File: config.mk
export PLATFORM = sky130hd
export DESIGN_NAME = pdw_watchdog
export DESIGN_NICKNAME = d
export VERILOG_FILES = /design/src/pdw_watchdog.v
export VERILOG_INCLUDE_DIRS = /design/src
export SDC_FILE = /design/constraint.sdc
export NUM_CORES = 1
export LEC_CHECK = 0
export BUFFER_PORTS_ARGS = -buffer_cell sky130_fd_sc_hd__buf_4
export CAP_MARGIN = 20
export CORE_MARGIN = 2
export CORE_UTILIZATION = 35
export CTS_CLUSTER_DIAMETER = 60
export DETAILED_ROUTE_END_ITERATION = 8
export GPL_ROUTABILITY_DRIVEN = 0
export PLACE_DENSITY = 0.6
export SETUP_SLACK_MARGIN = 0.02
export SLEW_MARGIN = 20
export SYNTH_ARGS = -nofsm -noshare
export SYNTH_HDL_FRONTEND = slang
export SYNTH_SLANG_ARGS = --single-unit
File: constraint.sdc
create_clock -name clk_sys -period 15.75 [get_ports clk_sys]
set_input_delay 0.7875 -clock clk_sys [delete_from_list [all_inputs] [get_ports clk_sys]]
set_output_delay 0.7875 -clock clk_sys [all_outputs]
set_load 0.005 [all_outputs]
File: src/pdw_map.vh
// Register map, field positions, reset values and timing constants of the watchdog block
//
// Behaviour
// - Timeout resets to zero: watchdog disabled
// - First output write starts, later writes restart
// - Reads never trigger the watchdog
// - Expiry drives outputs to substitute behaviour
// - Expiry sets fail flag, status bit 1
// - Running watchdog cannot be stopped by client; here a client write of zero to the timeout still disables expiry
// - Substitute outputs held until failure acknowledged
// - Acknowledge restarts watchdog count
// - Auto mode: output write clears failure
// - Manual mode: acknowledge command clears failure
// - Fault response: low, high, hold last
// - Eight connections served concurrently
// - Supported function codes 1-6,15,16,23
// - Write to read-only: unchanged, exception 02
// - Connection timeout in ms, zero disables
// - New connection timeout applies after function
// - Failure reason codes 0007 to 000D
// - Special register access rights as listed
// - Either timeout expiry enters failure state
// - Output writes accepted during failure, applied after
// - Command needs exactly one bit set
`ifndef PDW_MAP_VH
`define PDW_MAP_VH
// Register word numbers
`define PDW_ADR_CONN_TO    16'h0500
`define PDW_ADR_WD_TO      16'h07D0
`define PDW_ADR_FAULT_SEL  16'h07D2
`define PDW_ADR_REASON     16'h07D4
`define PDW_ADR_CMD        16'h07D6
`define PDW_ADR_STATUS     16'h1F3C
`define PDW_ADR_DIAG_FLAGS 16'h1F3D
`define PDW_ADR_DIAG_LOC   16'h1F3E
`define PDW_ADR_IN_IMAGE   16'h1F40
`define PDW_ADR_OUT_IMAGE  16'h2328
// Reset values
`define PDW_RST_WD_TO      16'h0000
`define PDW_RST_CONN_TO    16'h0000
`define PDW_RST_FAULT_SEL  16'h0000
`define PDW_RST_REASON     16'h0000
// Fault response codes
`define PDW_FR_LOW         16'h0000
`define PDW_FR_HIGH        16'h0001
`define PDW_FR_HOLD        16'h0002
// Failure reason codes
`define PDW_RSN_DTI        16'h0007
`define PDW_RSN_HOST       16'h0008
`define PDW_RSN_USER       16'h0009
`define PDW_RSN_ABORT      16'h000A
`define PDW_RSN_INIT       16'h000B
`define PDW_RSN_WDOG       16'h000C
`define PDW_RSN_MODBUS     16'h000D
// Command and status bit positions
`define PDW_CMD_SET_FAIL   4
`define PDW_CMD_ACK_FAIL   5
`define PDW_ST_ERROR       0
`define PDW_ST_NETFAIL     1
// Modbus exception codes
`define PDW_EXC_NONE       8'h00
`define PDW_EXC_FUNC       8'h01
`define PDW_EXC_ADDR       8'h02
`define PDW_EXC_VALUE      8'h03
// Timing: clock rate and millisecond tick; number of connections
`define PDW_CLK_KHZ        100000
`define PDW_TICK_MS        1
`define PDW_MS_CYCLES      (`PDW_CLK_KHZ * `PDW_TICK_MS)
`define PDW_NCONN          8
`endif

File: src/pdw_watchdog.v
// Process data watchdog, connection monitor, fail-safe outputs and special registers
`timescale 1ns/100ps
`default_nettype none
`include "pdw_map.vh"
module pdw_watchdog #(
    parameter MS_CYCLES = `PDW_MS_CYCLES  // Clock cycles per millisecond tick
) (
    input  wire        clk_sys,
    input  wire        sys_rst,
    input  wire        req_valid,
    input  wire        req_write,
    input  wire [7:0]  req_fc,
    input  wire [2:0]  req_conn,
    input  wire [15:0] req_addr,
    input  wire [15:0] req_wdata,
    input  wire [15:0] req_wmask,
    output reg         rsp_valid,
    output reg  [15:0] rsp_rdata,
    output reg  [7:0]  rsp_exc,
    input  wire        ack_manual,
    input  wire        data_interface_timeout,
    input  wire        host_timeout,
    input  wire        conn_aborted,
    input  wire        init_error,
    input  wire [15:0] diag_flags,
    input  wire [15:0] diag_location,
    input  wire [7:0]  din,
    output reg  [7:0]  dout,
    output wire        network_indicator
);

    // Pin input synchroniser; first stage is read only by the second
    reg  [7:0]  din_s1_q;
    reg  [7:0]  din_s2_q;

    // Register file
    reg  [15:0] wd_to_q;           // Watchdog timeout in ms
    reg  [15:0] conn_to_q;         // Connection monitor timeout in ms
    reg  [15:0] fault_sel_q;       // Substitute behaviour select
    reg  [15:0] reason_q;          // Last failure reason
    reg  [15:0] out_image_q;       // Latest written output data
    reg  [7:0]  held_q;            // Outputs frozen at failure entry

    // Watchdog state
    reg         wd_run_q;          // Started by first output write
    reg  [15:0] wd_cnt_q;          // Elapsed ms since last trigger
    reg         fail_q;            // Network failure state
    reg  [31:0] tick_cnt_q;        // Divider for the ms tick
    reg         tick_q;            // One-cycle ms tick

    // Request decode
    reg  [7:0]  exc;               // Exception for the current request
    reg  [15:0] rdata;             // Read data for the current request
    wire        is_bit_fc;         // Coil or discrete access
    wire        fc_ok;             // Supported function code
    wire        hit_out;           // Output image addressed
    wire        acc_ok;            // Request accepted without exception
    wire        do_wr;             // Accepted write
    wire        cmd_wr;            // Accepted command write
    wire        one_hot;           // Exactly one command bit set
    wire        trig;              // Watchdog trigger
    wire        ack_cmd;           // Manual acknowledge command
    wire        user_set;          // Set-failure command
    wire        wd_expire;         // Watchdog timeout reached
    wire        mb_expire;         // Any connection monitor timed out
    wire        any_set;           // Any failure source this cycle
    wire        clr;               // Failure clear this cycle
    wire [`PDW_NCONN-1:0] conn_exp; // Per-connection expiry

    // Bit functions may only reach the two process data images
    assign is_bit_fc = (req_fc == 8'h01) || (req_fc == 8'h02) || (req_fc == 8'h05) || (req_fc == 8'h0F);
    // Only the listed function codes are served
    assign fc_ok = is_bit_fc || (req_fc == 8'h03) || (req_fc == 8'h04) || (req_fc == 8'h06)
                   || (req_fc == 8'h10) || (req_fc == 8'h17);
    assign hit_out  = (req_addr == `PDW_ADR_OUT_IMAGE);
    // Power-of-two test: a command word must carry exactly one bit
    assign one_hot  = (req_wdata != 16'h0000) && ((req_wdata & (req_wdata - 16'h0001)) == 16'h0000);
    // A refused request writes no register and feeds no timer but its connection monitor
    assign acc_ok   = req_valid && (exc == `PDW_EXC_NONE);
    assign do_wr    = acc_ok && req_write;
    assign cmd_wr   = do_wr && (req_addr == `PDW_ADR_CMD);
    // Only accepted writes to the output image feed the watchdog
    assign trig     = do_wr && hit_out;
    assign ack_cmd  = cmd_wr && req_wdata[`PDW_CMD_ACK_FAIL];
    assign user_set = cmd_wr && req_wdata[`PDW_CMD_SET_FAIL];

    // Access check and read mux
    always @* begin
        exc   = `PDW_EXC_NONE;
        rdata = 16'h0000;
        if (!fc_ok) begin
            exc = `PDW_EXC_FUNC;
        end else if (is_bit_fc && !hit_out && (req_addr != `PDW_ADR_IN_IMAGE)) begin
            exc = `PDW_EXC_ADDR;
        end else begin
            case (req_addr)
                `PDW_ADR_CONN_TO:   rdata = conn_to_q;
                `PDW_ADR_WD_TO:     rdata = wd_to_q;
                `PDW_ADR_FAULT_SEL: rdata = fault_sel_q;
                `PDW_ADR_OUT_IMAGE: rdata = out_image_q;
                `PDW_ADR_REASON:    rdata = reason_q;
                `PDW_ADR_STATUS: begin
                    rdata[`PDW_ST_ERROR]   = (diag_flags != 16'h0000);
                    rdata[`PDW_ST_NETFAIL] = fail_q;
                end
                `PDW_ADR_DIAG_FLAGS: rdata = diag_flags;
                `PDW_ADR_DIAG_LOC:   rdata = diag_location;
                `PDW_ADR_IN_IMAGE:   rdata = {8'h00, din_s2_q};
                `PDW_ADR_CMD: begin
                    // Write-only; a read is refused
                    if (!req_write) begin
                        exc = `PDW_EXC_ADDR;
                    end else if (!one_hot) begin
                        exc = `PDW_EXC_VALUE;
                    end
                end
                default: exc = `PDW_EXC_ADDR;
            endcase
            // Read-only registers refuse writes and keep their value
            if (req_write && ((req_addr == `PDW_ADR_REASON) || (req_addr == `PDW_ADR_STATUS)
                || (req_addr == `PDW_ADR_DIAG_FLAGS) || (req_addr == `PDW_ADR_DIAG_LOC)
                || (req_addr == `PDW_ADR_IN_IMAGE))) begin
                exc = `PDW_EXC_ADDR;
            end
        end
    end

    // Answer one cycle after the request
    always @(posedge clk_sys or posedge sys_rst) begin
        if (sys_rst) begin
            rsp_valid <= 1'b0;
            rsp_rdata <= 16'h0000;
            rsp_exc   <= 8'h00;
        end else begin
            rsp_valid <= req_valid;
            // Zeroed on writes and refusals so no stale word leaks out
            rsp_rdata <= (req_valid && !req_write && (exc == `PDW_EXC_NONE)) ? rdata : 16'h0000;
            rsp_exc   <= req_valid ? exc : 8'h00;
        end
    end

    // Pin synchroniser
    // Inputs are only read as levels, so two flops suffice and no edge is needed
    always @(posedge clk_sys or posedge sys_rst) begin
        if (sys_rst) begin
            din_s1_q <= 8'h00;
            din_s2_q <= 8'h00;
        end else begin
            din_s1_q <= din;
            din_s2_q <= din_s1_q;
        end
    end

    // Register writes; output data is stored even during a failure
    always @(posedge clk_sys or posedge sys_rst) begin
        if (sys_rst) begin
            wd_to_q     <= `PDW_RST_WD_TO;
            conn_to_q   <= `PDW_RST_CONN_TO;
            fault_sel_q <= `PDW_RST_FAULT_SEL;
            out_image_q <= 16'h0000;
        end else if (do_wr) begin
            case (req_addr)
                `PDW_ADR_WD_TO:     wd_to_q     <= req_wdata;
                `PDW_ADR_CONN_TO:   conn_to_q   <= req_wdata;
                `PDW_ADR_FAULT_SEL: fault_sel_q <= req_wdata;
                `PDW_ADR_OUT_IMAGE: out_image_q <= (out_image_q & ~req_wmask)
                                                   | (req_wdata & req_wmask);
                // Command and refused addresses store nothing
                default: ;
            endcase
        end
    end

    // Millisecond tick divider
    // A 32-bit divider covers any clock rate; simulation shortens the period
    always @(posedge clk_sys or posedge sys_rst) begin
        if (sys_rst) begin
            tick_cnt_q <= 32'h0000_0000;
            tick_q     <= 1'b0;
        end else if (tick_cnt_q == MS_CYCLES - 1) begin
            tick_cnt_q <= 32'h0000_0000;
            tick_q     <= 1'b1;
        end else begin
            tick_cnt_q <= tick_cnt_q + 32'h0000_0001;
            tick_q     <= 1'b0;
        end
    end

    // A zero timeout never expires; counting stops while failed
    assign wd_expire = wd_run_q && !fail_q && (wd_to_q != 16'h0000) && (wd_cnt_q >= wd_to_q);

    // Counts saturate at all ones so a late timeout never wraps back to zero
    // Watchdog counter; the run flag has no clear path once set
    always @(posedge clk_sys or posedge sys_rst) begin
        if (sys_rst) begin
            wd_run_q <= 1'b0;
            wd_cnt_q <= 16'h0000;
        end else begin
            // A zero timeout leaves the watchdog asleep until a real value arrives
            if (trig && (wd_to_q != 16'h0000)) begin
                wd_run_q <= 1'b1;
            end
            if (trig || clr || fail_q) begin
                wd_cnt_q <= 16'h0000;
            end else if (wd_run_q && tick_q && (wd_cnt_q != 16'hFFFF)) begin
                wd_cnt_q <= wd_cnt_q + 16'h0001;
            end
        end
    end

    // Per-connection monitors, each with its own latched timeout
    genvar gi;
    generate
        for (gi = 0; gi < `PDW_NCONN; gi = gi + 1) begin : g_conn
            reg  [15:0] act_to_q;  // Timeout in force on this connection
            reg  [15:0] cnt_q;     // Elapsed ms since last function
            reg         live_q;    // Connection has executed a function
            wire        hit;       // Function executed on this connection
            // A refused request still counts as activity on its connection
            assign hit = req_valid && (req_conn == gi);
            assign conn_exp[gi] = live_q && (act_to_q != 16'h0000) && (cnt_q >= act_to_q);
            always @(posedge clk_sys or posedge sys_rst) begin
                if (sys_rst) begin
                    act_to_q <= `PDW_RST_CONN_TO;
                    cnt_q    <= 16'h0000;
                    live_q   <= 1'b0;
                end else if (hit) begin
                    act_to_q <= conn_to_q;
                    cnt_q    <= 16'h0000;
                    live_q   <= 1'b1;
                end else if (conn_exp[gi]) begin
                    // Report once, then wait for the client to come back
                    live_q <= 1'b0;
                end else if (live_q && tick_q && (cnt_q != 16'hFFFF)) begin
                    cnt_q <= cnt_q + 16'h0001;
                end
            end
        end
    endgenerate

    // Every failure source funnels into the one flag and the one reason
    assign mb_expire = |conn_exp;
    assign any_set = wd_expire || mb_expire || user_set || data_interface_timeout
                     || host_timeout || conn_aborted || init_error;
    // Auto mode clears on a valid output write, manual on the command
    assign clr = fail_q && (ack_manual ? ack_cmd : trig);

    // Failure state and reason; a new failure wins over a clear
    always @(posedge clk_sys or posedge sys_rst) begin
        if (sys_rst) begin
            fail_q   <= 1'b0;
            reason_q <= `PDW_RST_REASON;
        end else begin
            if (any_set) begin
                fail_q <= 1'b1;
            end else if (clr) begin
                fail_q <= 1'b0;
            end
            // Priority only matters when two sources fire in one cycle
            // The reason survives a clear so the client can still read it
            if (wd_expire) begin
                reason_q <= `PDW_RSN_WDOG;
            end else if (mb_expire) begin
                reason_q <= `PDW_RSN_MODBUS;
            end else if (user_set) begin
                reason_q <= `PDW_RSN_USER;
            end else if (data_interface_timeout) begin
                reason_q <= `PDW_RSN_DTI;
            end else if (host_timeout) begin
                reason_q <= `PDW_RSN_HOST;
            end else if (conn_aborted) begin
                reason_q <= `PDW_RSN_ABORT;
            end else if (init_error) begin
                reason_q <= `PDW_RSN_INIT;
            end
        end
    end

    // Output drive; hold mode freezes the values seen at failure entry
    always @(posedge clk_sys or posedge sys_rst) begin
        if (sys_rst) begin
            held_q <= 8'h00;
            dout   <= 8'h00;
        end else begin
            if (!fail_q) begin
                held_q <= out_image_q[7:0];
            end
            if (!fail_q) begin
                dout <= out_image_q[7:0];
            end else begin
                case (fault_sel_q)
                    `PDW_FR_HIGH: dout <= 8'hFF;
                    `PDW_FR_HOLD: dout <= held_q;
                    // Unknown codes fall back to all outputs low, the safe state
                    default:      dout <= 8'h00;
                endcase
            end
        end
    end

    // Driven by the flag itself, so it cannot disagree with status bit 1
    assign network_indicator = fail_q;

endmodule // pdw_watchdog
`default_nettype wire

==> impl_metrics.toml, run 1 <==
[run_status]
status = "completed"

[routing]
drc = 0
postRouteAntennaNets = 0
via_count = 19000
routedWlPerCell_um = 18.8
viasPerCell = 5.48
drt-initial-drc-count = 1444
drt-pass1-iter-count = 9
wirelength_mm = 65.2

[synth]
syn_area_um2 = 23300
synth_edf_count = 0
syn_inst = 2443
netlist_top_cells_area = "dfrtp_1 (47%), ha_1 (8.3%), nand2_1 (5.2%)"
synth_flop_cell = "dfrtp_1"
synth_top_area_cell = "dfrtp_1"
ys_ff_latch = 434
synth_sequential_area_ratio = 0.467
synth_common_cells = "dfrtp_1 (434), nand2_1 (322), o21ai_0 (195)"
synth.distinct_cells = 82
yosys.area.top_type_share = 0.467
yosysWarnings = 0
syn_area_per_cell_um2 = 9.52
yosysMostFrequentCell = "dfrtp_1"
async_reset_ff_frac = 1.00

[die]
dieArea_um2 = 68600
initial_utilization = 0.354
core-area_um2 = 65700
placementRows = 94
die_y_um = 262
die_w_um = 262
ios = 142

[timing]
worstMarginPinSlew_ns = 1.11
slew_headroom = 0.258
hold_violations = 0
setup_tns_ns = 0
grt_setup_unrepaired = "false"
clock_skew_ns = 0.0243
finalMaxSlewViolations = 0
post-route-min-period_ns = 3.62
fin_crit_sh = 0.230
finalSetupViolations = 0
clock.fmax_mhz = 276

[grt]
globalRouteOverflowTotal = 0
grt.total_usage = 0.192
grt_pass1_vias = 18900
grt_first_pass_wirelength_mm = 104
grt_start_max_net_pins = 175
antenna_found_initial = 6

[worst_setup_path]
cp_data_arrival_time_ns = 4.14
r2r_cells = 9
critPathRequiredTime_ns = 16.26
cp_max_fo = 26
crit_type = "reg -> reg"
worst-r2r-setup-slack_ns = 12.13
reg2reg_to = "g_conn[2].cnt_q[13]"
r2r-start = "g_conn[2].cnt_q[1]"
endpoint_kind = "flip-flop"
worst_setup_path_start_kind = "flip-flop"

[min_path]
hold_path_end = "din_s1_q[5]"
hp-class = "in -> reg"
min-delay-start = "din[5]"
min_path_cells = 1

[layout]
fillers = 6305
area_growth_pct = 16.3
final_area_um2 = 27100
nets = 2815
drive_above_1_share = 0.131
utilization = 0.412
ff_latch_area_um2 = 10900
multi_input_area_um2 = 11400

[placed_design]
hpwl_mm = 45.5
dpl-instance-area_um2 = 25200
port_buffers = 135

[pwr]
p_leak_uw = 0.0121
ir_worst_vdd_v = 0.0000806
cellPowerDensity_nw_per_um2 = 104

[clocking]
clk_latency_ns = 0.61
cts_resized = 0
clk_pin_slew_ns = 0.06
cts_made_buffers = 52
clockRootBuffer = "clkbuf_16"
clockBufferDepth = 3
cts_setup_buffers = 0
htreeDepth = 2
cts_tree = "built"
ctsHoldBuffers = 0
cts.sinks = 434

[run]
maxCapViolCount = 0
-- stage by stage --
step                      setup WS (ns)  instances  hold slack, ns  total power [uW]
final                             12.13       3467           0.281              2810
after global routing              11.69       3467           0.261              2930
after CTS                         12.08       3461           0.251              2840
after detailed placement          11.91       3363           0.336              1520
after global placement            11.92       3363           0.337              1510
after floorplan                    2.87       2448           0.331              1410
-- cell usage in the layout, fill, tap and decap left out, drive strengths merged, types with 69 or more instances in the layout --
cell / n
dfrtp: 434
nand2: 322
o21ai: 200
inv: 176
nor2: 158
buf: 155
ha: 154
a21oi: 112
nand3: 81
clkbuf: 69
-- final cells by class --
| class | instances | area share |
|---|---|---|
| Antenna cell | 6 | 0.000555 |
| Clock buffer | 69 | 0.0542 |
| Clock inverter | 29 | 0.0150 |
| Inverter | 172 | 0.0241 |
| Multi-Input combinational cell | 1738 | 0.421 |
| Sequential cell | 434 | 0.401 |
| Tap cell | 864 | 0.0400 |
| Timing Repair Buffer | 155 | 0.0436 |
-- worst max-delay path by stage --
stage                             from                   to
floorplan                      sys_rst            async pin
CTS                 g_conn[2].cnt_q[1]  g_conn[2].cnt_q[13]
finish              g_conn[2].cnt_q[1]  g_conn[2].cnt_q[13]
detailed placement         req_addr[3]      fault_sel_q[15]
global route        g_conn[2].cnt_q[0]  g_conn[2].cnt_q[13]
global placement           req_addr[3]      fault_sel_q[14]
-- power by group --
group / switching (uW) / internal, uW
clock network: 508 / 792
registers: 43.5 / 1160
logic: 179 / 121
-- routing by layer --
layer / track usage / vias to the layer above / part of all wire
met5: 0 / - / 0
li1: - / 8970 / -
met3: 0.0269 / 119 / 0.049
met1: 0.258 / 9425 / 0.45
met2: 0.316 / 479 / 0.47
met4: 0.0696 / 0 / 0.031
-- registers in the layout, summed over array words and instances (netlist names), 4 cells and up, named ones only --
| register | count |
|---|---|
| din_s1_q | 8 |
| wd_cnt_q | 16 |
| fault_sel_q | 16 |
| conn_to_q | 16 |
| reason_q | 4 |
| dout | 8 |
| g_conn.cnt_q | 128 |
| din_s2_q | 8 |
| held_q | 8 |
| tick_cnt_q | 32 |
| wd_to_q | 16 |
| rsp_rdata | 16 |
| g_conn.live_q | 8 |
| g_conn.act_to_q | 128 |
-- kinds of logic (layout without fill, tap and decap cells) --
logic type,Yosys count,count (layout),synth area share
xor+xnor,98,98,0.0369
compound gates,511,511,0.140
other cells,1,12,0.000161
flops,434,434,0.467
mux,72,72,0.0341
buf+inv,276,425,0.0471
fa+ha+maj,157,157,0.0841
simple gates,894,894,0.191
-- critical path, stage by stage, from the launching register on --
cell and delay, ns:
dfrtp_1 0.46, ha_1 0.31, o211ai_1 0.17, a21oi_1 0.06, o41ai_1 0.40, a41oi_1 0.20
o21ai_0 0.40, nand3_1 0.68, or4_1 0.71, a21oi_1 0.15
Power figures use the tool's default switching activity.
==> inputs of run 2 (changes only) <==
Clock period 15.75 ns to 3.6 ns, I/O delays scaled along.
==> impl_metrics.toml, run 2 (synthesis gave the netlist of run 1 again) <==
[layout]
drive_above_1_share = 0.132
utilization = 0.427
layout_common_cells = "dfrtp_1 (434), nand2_1 (322), o21ai_0 (195)"
stdcell_count = 3571
nets = 2922
mostFrequentLayoutCell = "dfrtp_1"
biggestRegsByFlops = "g_conn.act_to_q: 128 flops, g_conn.cnt_q: 128 flops, tick_cnt_q: 32 flops"
area_growth_pct = 20.5

[placed_design]
dpl.cell_count = 3386
hpwl_mm = 46.9
port_buffers = 135

[clocking]
clk_pin_slew_ns = 0.06
cts_setup_buffers = 0
clockBufferDepth = 3
cts_made_buffers = 52
clk_latency_ns = 0.62
clockRootBuffer = "clkbuf_16"
htreeDepth = 2
cts.sinks = 434
cts_tree = "built"

[worst_setup_path]
worst-r2r-setup-slack_ns = 0.29
crit_type = "reg -> reg"
cp_max_fo = 5
worstSetupEndpoint = "reason_q[2]"
cp_data_arrival_time_ns = 3.79
r2r-start = "g_conn[3].act_to_q[9]"
reg2reg_to = "reason_q[2]"
worst_setup_path_start_kind = "flip-flop"
startpoint = "g_conn[3].act_to_q[9]"
r2r_cells = 11
endpoint_kind = "flip-flop"
critPathRequiredTime_ns = 4.09

[routing]
viasPerCell = 5.50
drt-initial-drc-count = 1448
drt-pass1-iter-count = 7
postRouteAntennaNets = 0
routedWlPerCell_um = 18.8
via_count = 19600
wirelength_mm = 67.0
drc = 0

[pwr]
switching_share = 0.262
intPower_uw = 8990
cellPowerDensity_nw_per_um2 = 434
p_seq_frac = 0.434
power.share.combinational = 0.115
clockPowerShare = 0.451
p_switching_uw = 3190
ir_worst_vdd_v = 0.000340
p_leak_uw = 0.0126

[die]
core-area_um2 = 65700
die_y_um = 262
placementRows = 94
ios = 142
initial_utilization = 0.354
die_w_um = 262
dieArea_um2 = 68600

[min_path]
hp-class = "in -> reg"

[grt]
globalRouteOverflowTotal = 0
use_met2 = 0.335
antenna_found_initial = 3
grt.met1_usage = 0.259
grt.total_usage = 0.197
grt_start_max_net_pins = 112
grt_pass1_vias = 19700
grtUsageMet3 = 0.0254
top_usage_layer = "met2"
grt_first_pass_wirelength_mm = 108

[timing]
fin_crit_sh = 0.919
worstMarginPinSlew_ns = 1.01
holdWs_ns = 0.0310
clock_skew_ns = 0.0316
grt_setup_unrepaired = "false"
post-route-min-period_ns = 3.31
clock.fmax_mhz = 302
hold_violations = 0
finalSetupViolations = 0
slew_headroom = 0.327
finalMaxSlewViolations = 0

[run_status]
status = "completed"

[run]
maxCapViolCount = 0
-- run 2: power groups by stage --
stage,combinational [uW],sequential [uW],clock [uW]
after global placement,1290,5360,0
after floorplan,878,5300,0
after global routing,1570,5310,5810
after detailed placement,1340,5360,0
after CTS,1410,5280,5600
final,1400,5280,5490
-- run 2: worst min-delay path by stage --
stage                              start             to  slack, ns  cells after the start
after floorplan                   din[0]    din_s1_q[0]       0.21                      0
after global placement            din[2]    din_s1_q[2]       0.29                      1
after detailed placement          din[5]    din_s1_q[5]       0.29                      1
after CTS                 diag_flags[14]  rsp_rdata[14]     0.0004                      3
after global routing      diag_flags[14]  rsp_rdata[14]       0.05                      3
final                     diag_flags[14]  rsp_rdata[14]       0.03                      3
-- run 2: cell type report --
| class | count | area, um^2 |
|---|---|---|
| clock inverters | 23 | 298 |
| multi-input cells | 1738 | 11400 |
| repair buffers | 262 | 2240 |
| well taps | 864 | 1080 |
| fillers | 6160 | 37700 |
| inverters | 172 | 649 |
| diodes | 3 | 7.51 |
| flip-flops and latches | 434 | 10900 |
| clock buffers | 75 | 1520 |
-- run 2: what timing repair did --
action | CTS | global route
endpoints found under the hold margin | 126 | 0
endpoints found under the setup margin | 0 | 0
hold buffers | 83 | 0
resized for setup | 0 | 0
-- run 2: worst max-delay path, stage by stage, from the launching register on --
cell and delay, ns:
dfrtp_1 0.35, inv_1 0.07, ha_1 0.31, a211oi_1 0.24, nor2_1 0.10, a2111oi_0 0.43
a211oi_1 0.13, o21ai_1 0.28, a2bb2o_1 0.35, a2111oi_2 0.38, buf_4 0.21, or3b_1 0.34
-- run 2: metrics by stage --
stage	setup slack [ns]	power (uW)	cell area [um^2]	setup TNS [ns]
2_1_floorplan	-2.44	6180	23300	-1059.54
3_3_place_gp	0.379	6650	25400	0
3_5_place_dp	0.336	6700	25400	0
4_1_cts	0.313	12300	28000	0
5_1_grt	0.0226	12700	28000	0
6_report	0.292	12200	28000	0
-- run 2: metal layers --
metal / vias up / routed length [um] / share of wire
met5: - / 0 / 0
met4: 0 / 2080 / 0.031
met3: 147 / 3150 / 0.047
met2: 523 / 32500 / 0.48
met1: 9759 / 29300 / 0.44
li1: 9194 / - / -
